$ cat src/verilog/pes_pkg.sv
// pes_pkg: register map, field positions and reset values of the port eee status bank
// assumes: apb with 32-bit data, 12-bit byte address, one register per aligned word

package pes_pkg;

  // ---------------------------------------------------------------
  // register indices (byte address is four times the index)
  // ---------------------------------------------------------------
  localparam int PES_ADDR_W = 12;
  localparam logic [7:0] PES_IDX_ADV = 8'hE0; // port_eee_advertisement
  localparam logic [7:0] PES_IDX_WEC = 8'hE2; // port_eee_wake_error_count
  localparam logic [7:0] PES_IDX_CS = 8'hE4; // port_eee_ctrl_status_an_expansion

  // ---------------------------------------------------------------
  // field positions
  // ---------------------------------------------------------------
  localparam int PES_ADV_LP_100TX = 9;
  localparam int PES_ADV_100TX = 1;
  localparam int PES_CS_RSVD15 = 15;
  localparam int PES_CS_HW_EEE = 14;
  localparam int PES_CS_TX_LAT = 13;
  localparam int PES_CS_TX_LIVE = 12;
  localparam int PES_CS_RX_LAT = 11;
  localparam int PES_CS_RX_LIVE = 10;
  localparam int PES_CS_RSVD_LO = 8;
  localparam int PES_CS_NP_LOC_ABLE = 6;
  localparam int PES_CS_NP_LOC_ALT = 5;
  localparam int PES_CS_PD_FAULT = 4;
  localparam int PES_CS_LP_NP_ABLE = 3;
  localparam int PES_CS_NP_ABLE = 2;
  localparam int PES_CS_PAGE_RX = 1;
  localparam int PES_CS_LP_AN_ABLE = 0;

  // ---------------------------------------------------------------
  // reset and fixed values
  // ---------------------------------------------------------------
  localparam logic PES_ADV_100TX_RST = 1'h1;
  localparam logic PES_RSVD15_RST = 1'h1;
  localparam logic [1:0] PES_RSVD98_RST = 2'h0;
  localparam logic [15:0] PES_WEC_RST = 16'h0000;
  localparam logic [15:0] PES_WEC_MAX = 16'hFFFF;
  localparam logic PES_NP_LOC_ABLE_VAL = 1'h1;
  localparam logic PES_NP_LOC_ALT_VAL = 1'h1;
  localparam logic PES_NP_ABLE_VAL = 1'h1;

  // ---------------------------------------------------------------
  // positions of the pin inputs inside the synchroniser vector
  // ---------------------------------------------------------------
  localparam int PES_IN_TX_LPI = 0;
  localparam int PES_IN_RX_LPI = 1;
  localparam int PES_IN_WAKE = 2;
  localparam int PES_IN_PD_FAULT = 3;
  localparam int PES_IN_PAGE = 4;
  localparam int PES_IN_LP_NP = 5;
  localparam int PES_IN_LP_AN = 6;
  localparam int PES_IN_LP_EEE = 7;
  localparam int PES_IN_HW_EEE = 8;
  localparam int PES_IN_FIBER = 9;
  localparam int PES_IN_W = 10;

  // byte address of a register from its index
  function automatic logic [PES_ADDR_W-1:0] pes_reg_addr(input logic [7:0] idx);
    return {2'h0, idx, 2'h0};
  endfunction : pes_reg_addr

endpackage : pes_pkg

$ cat src/verilog/pes_regs.sv
// pes_regs: apb register bank for one port's eee and auto-negotiation expansion status
// assumes: pcs and negotiation pins are asynchronous levels; pcs_np_enable comes from
// logic on pclk; apb master follows apb3 timing
`timescale 1ns/1ps
`default_nettype none

module pes_regs (
  input wire logic pclk, // system clock, 100 MHz
  input wire logic presetn, // async reset, active low
  input wire logic psel, // apb select
  input wire logic penable, // apb access phase
  input wire logic pwrite, // apb direction, high for write
  input wire logic [pes_pkg::PES_ADDR_W-1:0] paddr, // apb byte address
  input wire logic [31:0] pwdata, // apb write data
  output logic [31:0] prdata, // apb read data
  output logic pready, // apb ready
  output logic pslverr, // apb error on unmapped address
  input wire logic pcs_np_enable, // next-page enable from pcs eee control
  input wire logic tx_lpi, // transmit pcs receiving lpi (pin)
  input wire logic rx_lpi, // receive pcs receiving lpi (pin)
  input wire logic wake_timer_done, // wake took too long (pin)
  input wire logic pd_fault, // parallel detection fault (pin)
  input wire logic page_received, // new negotiation page (pin)
  input wire logic lp_next_page_able, // partner next-page capable (pin)
  input wire logic lp_an_able, // partner negotiation capable (pin)
  input wire logic lp_eee_100tx, // partner eee for 100BASE-TX (pin)
  input wire logic hw_eee_np, // eee agreed by next-page exchange (pin)
  input wire logic fiber_mode, // port on fiber media (pin)
  output logic eee_adv_100tx, // advertise eee for 100BASE-TX
  output logic eee_active // eee in force on this port
);
  import pes_pkg::*;

  // ---------------------------------------------------------------
  // state
  // ---------------------------------------------------------------
  typedef struct packed {
    logic pready;
    logic pslverr;
    logic [31:0] prdata;
    logic adv_100tx;
    logic rsvd15;
    logic [1:0] rsvd98;
    logic tx_lat;
    logic rx_lat;
    logic pdf_lat;
    logic page_lat;
    logic eee_act;
    logic eee_adv;
  } pes_regs_t;

  localparam pes_regs_t PES_REGS_RST = '{
    pready: 1'h0,
    pslverr: 1'h0,
    prdata: 32'h0000_0000,
    adv_100tx: PES_ADV_100TX_RST,
    rsvd15: PES_RSVD15_RST,
    rsvd98: PES_RSVD98_RST,
    tx_lat: 1'h0,
    rx_lat: 1'h0,
    pdf_lat: 1'h0,
    page_lat: 1'h0,
    eee_act: 1'h0,
    eee_adv: PES_ADV_100TX_RST
  };

  pes_regs_t q, d;

  // ---------------------------------------------------------------
  // pin synchronisers and wake counter
  // ---------------------------------------------------------------
  logic [PES_IN_W-1:0] pins_raw;
  logic [PES_IN_W-1:0] pins;
  logic [15:0] wec_count;
  logic wec_rd_clr;
  logic fiber;
  logic tx_live;
  logic rx_live;
  logic lp_eee_live;
  logic hw_eee_live;

  always_comb begin
    pins_raw = '0;
    pins_raw[PES_IN_TX_LPI] = tx_lpi;
    pins_raw[PES_IN_RX_LPI] = rx_lpi;
    pins_raw[PES_IN_WAKE] = wake_timer_done;
    pins_raw[PES_IN_PD_FAULT] = pd_fault;
    pins_raw[PES_IN_PAGE] = page_received;
    pins_raw[PES_IN_LP_NP] = lp_next_page_able;
    pins_raw[PES_IN_LP_AN] = lp_an_able;
    pins_raw[PES_IN_LP_EEE] = lp_eee_100tx;
    pins_raw[PES_IN_HW_EEE] = hw_eee_np;
    pins_raw[PES_IN_FIBER] = fiber_mode;
  end

  pes_sync3 #(
    .W(PES_IN_W)
  ) u_sync (
    .pclk(pclk),
    .presetn(presetn),
    .din(pins_raw),
    .dout(pins)
  );

  // eee indications are forced quiet on fiber media
  assign fiber = pins[PES_IN_FIBER];
  assign tx_live = pins[PES_IN_TX_LPI] & ~fiber;
  assign rx_live = pins[PES_IN_RX_LPI] & ~fiber;
  assign lp_eee_live = pins[PES_IN_LP_EEE] & ~fiber;
  assign hw_eee_live = pins[PES_IN_HW_EEE] & ~fiber;

  pes_wake_cnt u_wec (
    .pclk(pclk),
    .presetn(presetn),
    .wake_done(pins[PES_IN_WAKE]),
    .enable(~fiber),
    .rd_clr(wec_rd_clr),
    .rd_cap(q.prdata[15:0]),
    .count(wec_count)
  );

  // ---------------------------------------------------------------
  // apb decode
  // ---------------------------------------------------------------
  logic setup;
  logic acc;
  logic hit_adv;
  logic hit_wec;
  logic hit_cs;
  logic [15:0] adv_word;
  logic [15:0] cs_word;

  assign setup = psel & ~penable;
  assign acc = psel & penable & q.pready;
  assign hit_adv = paddr == pes_reg_addr(PES_IDX_ADV);
  assign hit_wec = paddr == pes_reg_addr(PES_IDX_WEC);
  assign hit_cs = paddr == pes_reg_addr(PES_IDX_CS);
  assign wec_rd_clr = acc & ~pwrite & hit_wec;

  // read images; reserved read-only bits read zero
  always_comb begin
    adv_word = 16'h0000;
    adv_word[PES_ADV_LP_100TX] = lp_eee_live;
    adv_word[PES_ADV_100TX] = q.adv_100tx;
    cs_word = 16'h0000;
    cs_word[PES_CS_RSVD15] = q.rsvd15;
    cs_word[PES_CS_HW_EEE] = q.eee_act;
    cs_word[PES_CS_TX_LAT] = q.tx_lat;
    cs_word[PES_CS_TX_LIVE] = tx_live;
    cs_word[PES_CS_RX_LAT] = q.rx_lat;
    cs_word[PES_CS_RX_LIVE] = rx_live;
    cs_word[PES_CS_RSVD_LO +: 2] = q.rsvd98;
    cs_word[PES_CS_NP_LOC_ABLE] = PES_NP_LOC_ABLE_VAL;
    cs_word[PES_CS_NP_LOC_ALT] = PES_NP_LOC_ALT_VAL;
    cs_word[PES_CS_PD_FAULT] = q.pdf_lat;
    cs_word[PES_CS_LP_NP_ABLE] = pins[PES_IN_LP_NP];
    cs_word[PES_CS_NP_ABLE] = PES_NP_ABLE_VAL;
    cs_word[PES_CS_PAGE_RX] = q.page_lat;
    cs_word[PES_CS_LP_AN_ABLE] = pins[PES_IN_LP_AN];
  end

  // ---------------------------------------------------------------
  // next state
  // ---------------------------------------------------------------
  // read data is captured in the setup cycle so pready and prdata leave flip-flops;
  // read-to-clear bits drop only if the captured copy showed them, so an event landing
  // between capture and the access edge is not lost
  always_comb begin
    d = q;
    d.pready = 1'h0;
    d.pslverr = 1'h0;
    if (setup) begin
      d.pready = 1'h1;
      d.prdata = 32'h0000_0000;
      if (hit_adv) begin
        d.prdata[15:0] = adv_word;
      end else if (hit_wec) begin
        d.prdata[15:0] = wec_count;
      end else if (hit_cs) begin
        d.prdata[15:0] = cs_word;
      end else begin
        d.pslverr = 1'h1;
      end
    end
    // software writes and clears, taken at the access edge
    if (acc && pwrite && hit_adv) begin
      d.adv_100tx = pwdata[PES_ADV_100TX];
    end
    if (acc && pwrite && hit_cs) begin
      d.rsvd15 = pwdata[PES_CS_RSVD15];
      d.rsvd98 = pwdata[PES_CS_RSVD_LO +: 2];
      d.tx_lat = q.tx_lat & ~pwdata[PES_CS_TX_LAT];
      d.rx_lat = q.rx_lat & ~pwdata[PES_CS_RX_LAT];
    end
    if (acc && !pwrite && hit_cs) begin
      d.pdf_lat = q.pdf_lat & ~q.prdata[PES_CS_PD_FAULT];
      d.page_lat = q.page_lat & ~q.prdata[PES_CS_PAGE_RX];
    end
    // hardware sets win over any clear in the same cycle
    d.tx_lat = d.tx_lat | tx_live;
    d.rx_lat = d.rx_lat | rx_live;
    d.pdf_lat = d.pdf_lat | pins[PES_IN_PD_FAULT];
    d.page_lat = d.page_lat | pins[PES_IN_PAGE];
    // eee only in force when advertised, agreed and next pages are enabled
    d.eee_act = hw_eee_live & pcs_np_enable & q.adv_100tx;
    d.eee_adv = q.adv_100tx & pcs_np_enable & ~fiber;
  end

  always_ff @(posedge pclk or negedge presetn) begin
    if (!presetn) begin
      q <= PES_REGS_RST;
    end else begin
      q <= d;
    end
  end

  // ---------------------------------------------------------------
  // outputs
  // ---------------------------------------------------------------
  assign prdata = q.prdata;
  assign pready = q.pready;
  assign pslverr = q.pslverr;
  assign eee_adv_100tx = q.eee_adv;
  assign eee_active = q.eee_act;

  // ---------------------------------------------------------------
  // checks
  // ---------------------------------------------------------------
  chk_adv_write_bit: assert property (@(posedge pclk) disable iff (!presetn)
    (acc && pwrite && hit_adv) |=> q.adv_100tx == $past(pwdata[PES_ADV_100TX]))
    else $error("advertisement bit not written");
  chk_eee_off_np: assert property (@(posedge pclk) disable iff (!presetn)
    !pcs_np_enable |=> (!eee_active && !eee_adv_100tx))
    else $error("eee stayed on with next pages disabled");
  chk_fiber_no_eee: assert property (@(posedge pclk) disable iff (!presetn)
    fiber |=> (!eee_active && !$rose(q.tx_lat) && !$rose(q.rx_lat)))
    else $error("eee activity seen in fiber mode");
  chk_hw_status_read: assert property (@(posedge pclk) disable iff (!presetn)
    (setup && hit_cs) |=> prdata[PES_CS_HW_EEE] == $past(q.eee_act))
    else $error("hardware eee status misreported");
  chk_tx_lat_hold: assert property (@(posedge pclk) disable iff (!presetn)
    (q.tx_lat && !(acc && pwrite && hit_cs && pwdata[PES_CS_TX_LAT])) |=> q.tx_lat)
    else $error("transmit lpi latch dropped without write");
  chk_tx_live_read: assert property (@(posedge pclk) disable iff (!presetn)
    (setup && hit_cs) |=> prdata[PES_CS_TX_LIVE] == $past(tx_live))
    else $error("transmit lpi live bit wrong");
  chk_rx_lat_hold: assert property (@(posedge pclk) disable iff (!presetn)
    (q.rx_lat && !(acc && pwrite && hit_cs && pwdata[PES_CS_RX_LAT])) |=> q.rx_lat)
    else $error("receive lpi latch dropped without write");
  chk_rx_live_read: assert property (@(posedge pclk) disable iff (!presetn)
    (setup && hit_cs) |=> prdata[PES_CS_RX_LIVE] == $past(rx_live))
    else $error("receive lpi live bit wrong");
  chk_np_location: assert property (@(posedge pclk) disable iff (!presetn)
    (setup && hit_cs) |=> prdata[PES_CS_NP_LOC_ABLE -: 2] == 2'h3)
    else $error("next page location bits wrong");
  chk_pd_fault_set: assert property (@(posedge pclk) disable iff (!presetn)
    pins[PES_IN_PD_FAULT] |=> q.pdf_lat)
    else $error("parallel detection fault not latched");
  chk_lp_np_read: assert property (@(posedge pclk) disable iff (!presetn)
    (setup && hit_cs) |=> prdata[PES_CS_LP_NP_ABLE] == $past(pins[PES_IN_LP_NP]))
    else $error("partner next page bit wrong");
  chk_local_np_read: assert property (@(posedge pclk) disable iff (!presetn)
    (setup && hit_cs) |=> prdata[PES_CS_NP_ABLE])
    else $error("local next page bit not one");
  chk_page_set: assert property (@(posedge pclk) disable iff (!presetn)
    pins[PES_IN_PAGE] |=> q.page_lat)
    else $error("page received not latched");
  chk_lp_an_read: assert property (@(posedge pclk) disable iff (!presetn)
    (setup && hit_cs) |=> prdata[PES_CS_LP_AN_ABLE] == $past(pins[PES_IN_LP_AN]))
    else $error("partner negotiation bit wrong");
  chk_lp_eee_read: assert property (@(posedge pclk) disable iff (!presetn)
    (setup && hit_adv) |=> prdata[PES_ADV_LP_100TX] == $past(lp_eee_live))
    else $error("partner eee bit wrong");
  chk_page_rd_clear: assert property (@(posedge pclk) disable iff (!presetn)
    (acc && !pwrite && hit_cs && prdata[PES_CS_PAGE_RX] && !pins[PES_IN_PAGE]) |=> !q.page_lat)
    else $error("page received not cleared by read");
  chk_apb_answer: assert property (@(posedge pclk) disable iff (!presetn)
    (setup && !hit_adv && !hit_wec && !hit_cs) |=> (pready && pslverr && prdata == 32'h0000_0000))
    else $error("unmapped address not refused");

endmodule : pes_regs
`default_nettype wire

$ cat src/verilog/pes_sync3.sv
// pes_sync3: three-stage synchroniser with agreement filter for pin inputs
// assumes: inputs are asynchronous levels; output moves once stages two and three agree
`timescale 1ns/1ps
`default_nettype none

module pes_sync3 #(
  parameter int W = 1
) (
  input wire logic pclk, // system clock
  input wire logic presetn, // async reset, active low
  input wire logic [W-1:0] din, // raw pin levels
  output logic [W-1:0] dout // filtered levels
);
  import pes_pkg::*;

  typedef struct packed {
    logic [W-1:0] s1;
    logic [W-1:0] s2;
    logic [W-1:0] s3;
    logic [W-1:0] filt;
  } pes_sync_t;

  pes_sync_t q, d;

  // the first stage feeds only the second; filter looks at stages two and three
  always_comb begin
    d = q;
    d.s1 = din;
    d.s2 = q.s1;
    d.s3 = q.s2;
    d.filt = (q.s2 & q.s3) | (q.filt & (q.s2 | q.s3));
  end

  always_ff @(posedge pclk or negedge presetn) begin
    if (!presetn) begin
      q <= '0;
    end else begin
      q <= d;
    end
  end

  assign dout = q.filt;

endmodule : pes_sync3
`default_nettype wire

$ cat src/verilog/pes_wake_cnt.sv
// pes_wake_cnt: saturating 16-bit wake error counter, cleared by reading
// assumes: wake_done is already synchronised; rd_clr pulses once per completed read
`timescale 1ns/1ps
`default_nettype none

module pes_wake_cnt (
  input wire logic pclk, // system clock
  input wire logic presetn, // async reset, active low
  input wire logic wake_done, // wake timer expired level
  input wire logic enable, // low in fiber mode
  input wire logic rd_clr, // completed read of the counter
  input wire logic [15:0] rd_cap, // value returned by that read
  output logic [15:0] count // current count
);
  import pes_pkg::*;

  typedef struct packed {
    logic done_prev;
    logic [15:0] cnt;
  } pes_wec_t;

  pes_wec_t q, d;
  logic rise;
  logic [15:0] base;

  // subtract only what software saw, so counts made after data capture survive
  always_comb begin
    d = q;
    rise = wake_done & ~q.done_prev & enable;
    base = rd_clr ? q.cnt - rd_cap : q.cnt;
    d.done_prev = wake_done;
    d.cnt = (rise && base != PES_WEC_MAX) ? base + 16'h0001 : base;
  end

  always_ff @(posedge pclk or negedge presetn) begin
    if (!presetn) begin
      q <= '{done_prev: 1'h0, cnt: PES_WEC_RST};
    end else begin
      q <= d;
    end
  end

  assign count = q.cnt;

  chk_wec_rise_count: assert property (@(posedge pclk) disable iff (!presetn)
    (wake_done && !q.done_prev && enable && !rd_clr && q.cnt != PES_WEC_MAX) |=> q.cnt == $past(q.cnt) + 16'h0001)
    else $error("wake error count missed a rising edge");
  chk_wec_saturate: assert property (@(posedge pclk) disable iff (!presetn)
    (q.cnt == PES_WEC_MAX && !rd_clr) |=> q.cnt == PES_WEC_MAX)
    else $error("wake error count wrapped");
  chk_wec_fiber_hold: assert property (@(posedge pclk) disable iff (!presetn)
    (!enable && !rd_clr) |=> q.cnt == $past(q.cnt))
    else $error("wake error count moved while disabled");

endmodule : pes_wake_cnt
`default_nettype wire
$ cat config.mk
export PLATFORM = sky130hd
export DESIGN_NAME = pes_regs
export DESIGN_NICKNAME = d
export VERILOG_FILES = /design/src/verilog/pes_pkg.sv /design/src/verilog/pes_regs.sv /design/src/verilog/pes_sync3.sv /design/src/verilog/pes_wake_cnt.sv
export SDC_FILE = /design/constraint.sdc
export NUM_CORES = 1
export LEC_CHECK = 0
export BUFFER_PORTS_ARGS = -buffer_cell sky130_fd_sc_hd__clkbuf_2
export CAP_MARGIN = 20
export CORE_MARGIN = 3
export CORE_UTILIZATION = 45
export CTS_CLUSTER_DIAMETER = 150
export DETAILED_ROUTE_END_ITERATION = 7
export PLACE_DENSITY = 0.71
export RECOVER_POWER = 25
export SYNTH_ARGS = -nofsm -noshare
export SYNTH_HDL_FRONTEND = slang
export SYNTH_SLANG_ARGS = --single-unit
$ cat constraint.sdc
create_clock -name pclk -period 3.8 [get_ports pclk]
set_input_delay 0 -clock pclk [delete_from_list [all_inputs] [get_ports pclk]]
set_output_delay 0 -clock pclk [all_outputs]
set_load 0.005 [all_outputs]
==> summary.md <==
| Metric | Value |
|---|---|
| Pins Over Slew Limit | `73` |
| Worst relative slew slack | `-0.180` |
| Drt first pass iters | `4` |
| H-tree Lvls | `3` |
| Main synth FF type | `dfrtp_1` |
| # DRC | `0` |
| Detailed-placement wirelength estimate | `8140 µm` |
| RR Endpoint | `u_wec.count[1]` |
| Failing checks | `capacitance limit, slew limit` |
| Die area | `11500 µm²` |
| Ports | `96` |
| Critical Path RT | `4.04 ns` |
| Worst-path fanout max | `8` |
| Nets@finish | `595` |
| Routed Antenna Nets | `0` |
| Crit-path leading delay family | `compound AO/OA/AOI/OAI gates` |
| Register area | `2130 µm²` |
| Critical-path cell list | `inv_1, ha_1, inv_1, fa_1, a21o_1, a221oi_2, buf_4, xnor2_1, nand4b_1, o21a_1, a211o_1, nor4_4, buf_4, a31oi_4, mux2_4` |
| Via density | `5.42` |
| CTS buffer count | `9` |
| Synthesized area per cell | `10.7 µm²` |
| Register area share after synthesis | `0.462` |
| Hold Startpoint | `pwrite` |
| R2r startpoint | `u_wec.count[0]` |
| PortBufs | `53` |
| Clock latency on the worst-skew pair | `0.36 ns` |
| CTS clk-pin slew, worst paths | `0.10 ns` |
| Area grow syn2layout | `18.9%` |
| Post-synth design cell area | `4610 µm²` |
| Vias in the first global route | `3597` |
| Hold path depth | `3` |
| Slowest CP cell | `dfrtp_1` |
| Starting density of the core | `0.468` |
| CP Class | `reg2reg` |
| Largest net degree at the start of global routing | `86` |
| RePlAce Congestion | `0.922` |
| DRT iter0 DRCs | `163` |
| Period utilisation layout | `0.948` |
| Pwr/cell area | `457 nW/µm²` |
| Non-filler cells, final | `655` |
| Drt total wl | `11200 µm` |
| Status | `finished, violations left` |
| Endpoint, Worst Hold | `cs_word[13]` |
| Fin. Hold Viols | `0` |
| Syn. warnings | `0` |
| Yosys reg bits | `85` |
| Multi-input gate area | `2260 µm²` |
| Post-Place Cells | `616` |
| Clock root buffer | `clkbuf_8` |
| MaxCap Viol Count | `1` |
| Post-synth EDFFs | `0` |
| Setup crit end kind | `flip-flop` |
| Yosys cell types | `79` |
| Element type at the critical path start | `flip-flop` |
| Number of diodes | `0` |
| CTS tree | `done` |
| Clock sinks | `85` |
| Pleak | `2.48 nW` |
| Wire per inst | `17.1 µm` |
| WP buf/inv | `4` |
| Global route overflow | `0` |
| Row Count | `36` |
| Setup violations, final | `0` |
| CTS max path bufs | `2` |
| Asr flop ratio synth | `1.00` |
| Clock Skews | `0.0160 ns` |
| Highest clock rate | `0.278 GHz` |
| Fraction of layout cells with a size suffix above 1 | `0.224` |
| Total GRT Usage | `0.204` |
| Vias | `3551` |
| CP arrival | `3.84 ns` |
| Max stage delay on crit path | `0.42 ns` |
| Cells after Synth | `430` |
| Worst Max-Slew Pin Slew | `1.77 ns` |
| Worst R2R Path Depth | `15` |
| Reg2reg setup slack | `0.20 ns` |
| Type of the worst min-delay path | `in2reg` |
| Final Critical Period | `3.60 ns` |
| Initial antenna violation count | `0` |
| Die Ht | `107 µm` |
| Max VDD drop | `0.254 mV` |
| Die Wd | `107 µm` |
| First-pass GRT wire length | `18500 µm` |
| Core area | `9860 µm²` |
| Layout fillers | `871` |
| Power Total | `2.51 mW` |
## flip-flops by register name (all words and copies together), names as in the netlist
signal,cells
u_sync.d,20
prdata,16
u_wec.count,16
u_sync.dout,10
u_sync.q,10
cs_word,7
adv_word,1
eee_active,1
eee_adv_100tx,1
pready,1
pslverr,1
u_wec.q,1
## worst max-delay path by stage
| stage | endpoint | slack, ns | startpoint | cells past startpoint |
|---|---|---|---|---|
| floorplan | u_wec.count[1] | 0.41 | u_wec.count[0] | 13 |
| global placement | u_wec.count[1] | 0.25 | u_wec.count[0] | 14 |
| detailed placement | u_wec.count[1] | 0.22 | u_wec.count[0] | 14 |
| CTS | u_wec.count[1] | 0.18 | u_wec.count[0] | 14 |
| global route | u_wec.count[6] | -0.01 | u_wec.count[0] | 17 |
| finish | u_wec.count[1] | 0.20 | u_wec.count[0] | 15 |
## where the power goes
| part | switching (mW) | internal [mW] | total [mW] | leakage (nW) |
|---|---|---|---|---|
| combinational | 0.408 | 0.310 | 0.719 | 1.32 |
| sequential | 0.0519 | 0.964 | 1.02 | 1.04 |
| clock | 0.371 | 0.401 | 0.773 | 0.121 |
## cells in the final DEF (no fill, tap or decap), types with 7 or more instances in the layout
cell type	instances
clkbuf_2	53
nand3_1	15
dlygate4sd3_1	20
o21ai_0	18
conb_1	16
ha_1	17
inv_1	23
nor3_1	11
xor2_1	11
o22ai_1	8
buf_4	16
and2_1	7
mux2i_1	8
dfrtp_1	82
nand2_1	35
clkbuf_8	10
nor2_1	14
a21oi_1	17
xnor2_1	13
maj3_1	10
## synth_stat cells, types with 4 or more instances
library cell  instances  share of area
a21o_1                6         0.0098
a21oi_1              17          0.018
a221oi_1              5         0.0095
and2_1                7         0.0095
and3_1                6         0.0081
buf_4                18          0.029
clkbuf_1              6         0.0049
dfrtp_1              82           0.44
ha_1                 17          0.046
inv_1                23          0.019
maj3_1               10          0.022
mux2_2                4         0.0098
mux2i_1               8          0.017
nand2_1              35          0.028
nand2b_1              4         0.0054
nand3_1              15          0.016
nand3b_1              4         0.0065
nor2_1               14          0.011
nor3_1               11          0.012
o21a_1                5         0.0081
o21ai_0              18          0.020
o22ai_1               8          0.011
xnor2_1              13          0.025
xor2_1               11          0.021
## layer usage
layer / track usage / vias to the layer above / share of wire
met4: 0.0566 / 0 / 0.018
li1: - / 1698 / -
met1: 0.284 / 1755 / 0.46
met5: 0 / - / 0
met3: 0.0306 / 17 / 0.036
met2: 0.334 / 81 / 0.48
## logic make-up after synthesis
logic type               after synthesis  synth area share
AND/OR/NAND/NOR                      133             0.174
AO/OA/AOI/OAI                         93             0.152
flip-flops                            85             0.462
buffers and inverters                 53            0.0632
adder cells (fa/ha/maj)               28            0.0721
XOR/XNOR                              24            0.0456
multiplexers                          13            0.0304
other                                  1          0.000813
## tightest hold or removal path, stage by stage
cell      delay [ns]
clkbuf_2        0.13
nand4_1         0.10
a22o_1          0.12
## final cells by class
| type | instances | share of cell area |
|---|---|---|
| Multi-Input combinational cell | 307 | 0.411 |
| Sequential cell | 85 | 0.388 |
| Timing Repair Buffer | 91 | 0.111 |
| Tap cell | 133 | 0.0303 |
| Clock buffer | 10 | 0.0251 |
| Clock inverter | 6 | 0.0182 |
| Inverter | 23 | 0.0157 |
## per-stage QoR
step           hold slack (ns)   util  setup slack [ns]  TNS, ns  area (µm²)
2_1_floorplan           -0.296      -             0.410        0        4670
6_report                0.0213  0.556             0.199        0        5490
3_5_place_dp             0.110  0.509             0.219        0        5020
4_1_cts                 0.0149  0.554             0.180        0        5460
5_1_grt                 0.0317  0.556           -0.0142  -0.0142        5490
3_3_place_gp             0.108  0.509             0.248        0        5020
## timing repair
action                                 CTS  global route
setup buffers                            0             2
setup endpoints to repair                0             6
endpoints found under the hold margin  100             0
hold buffers                            20             0
gates resized for setup                  0             1
(Power assumes the default switching activity.)
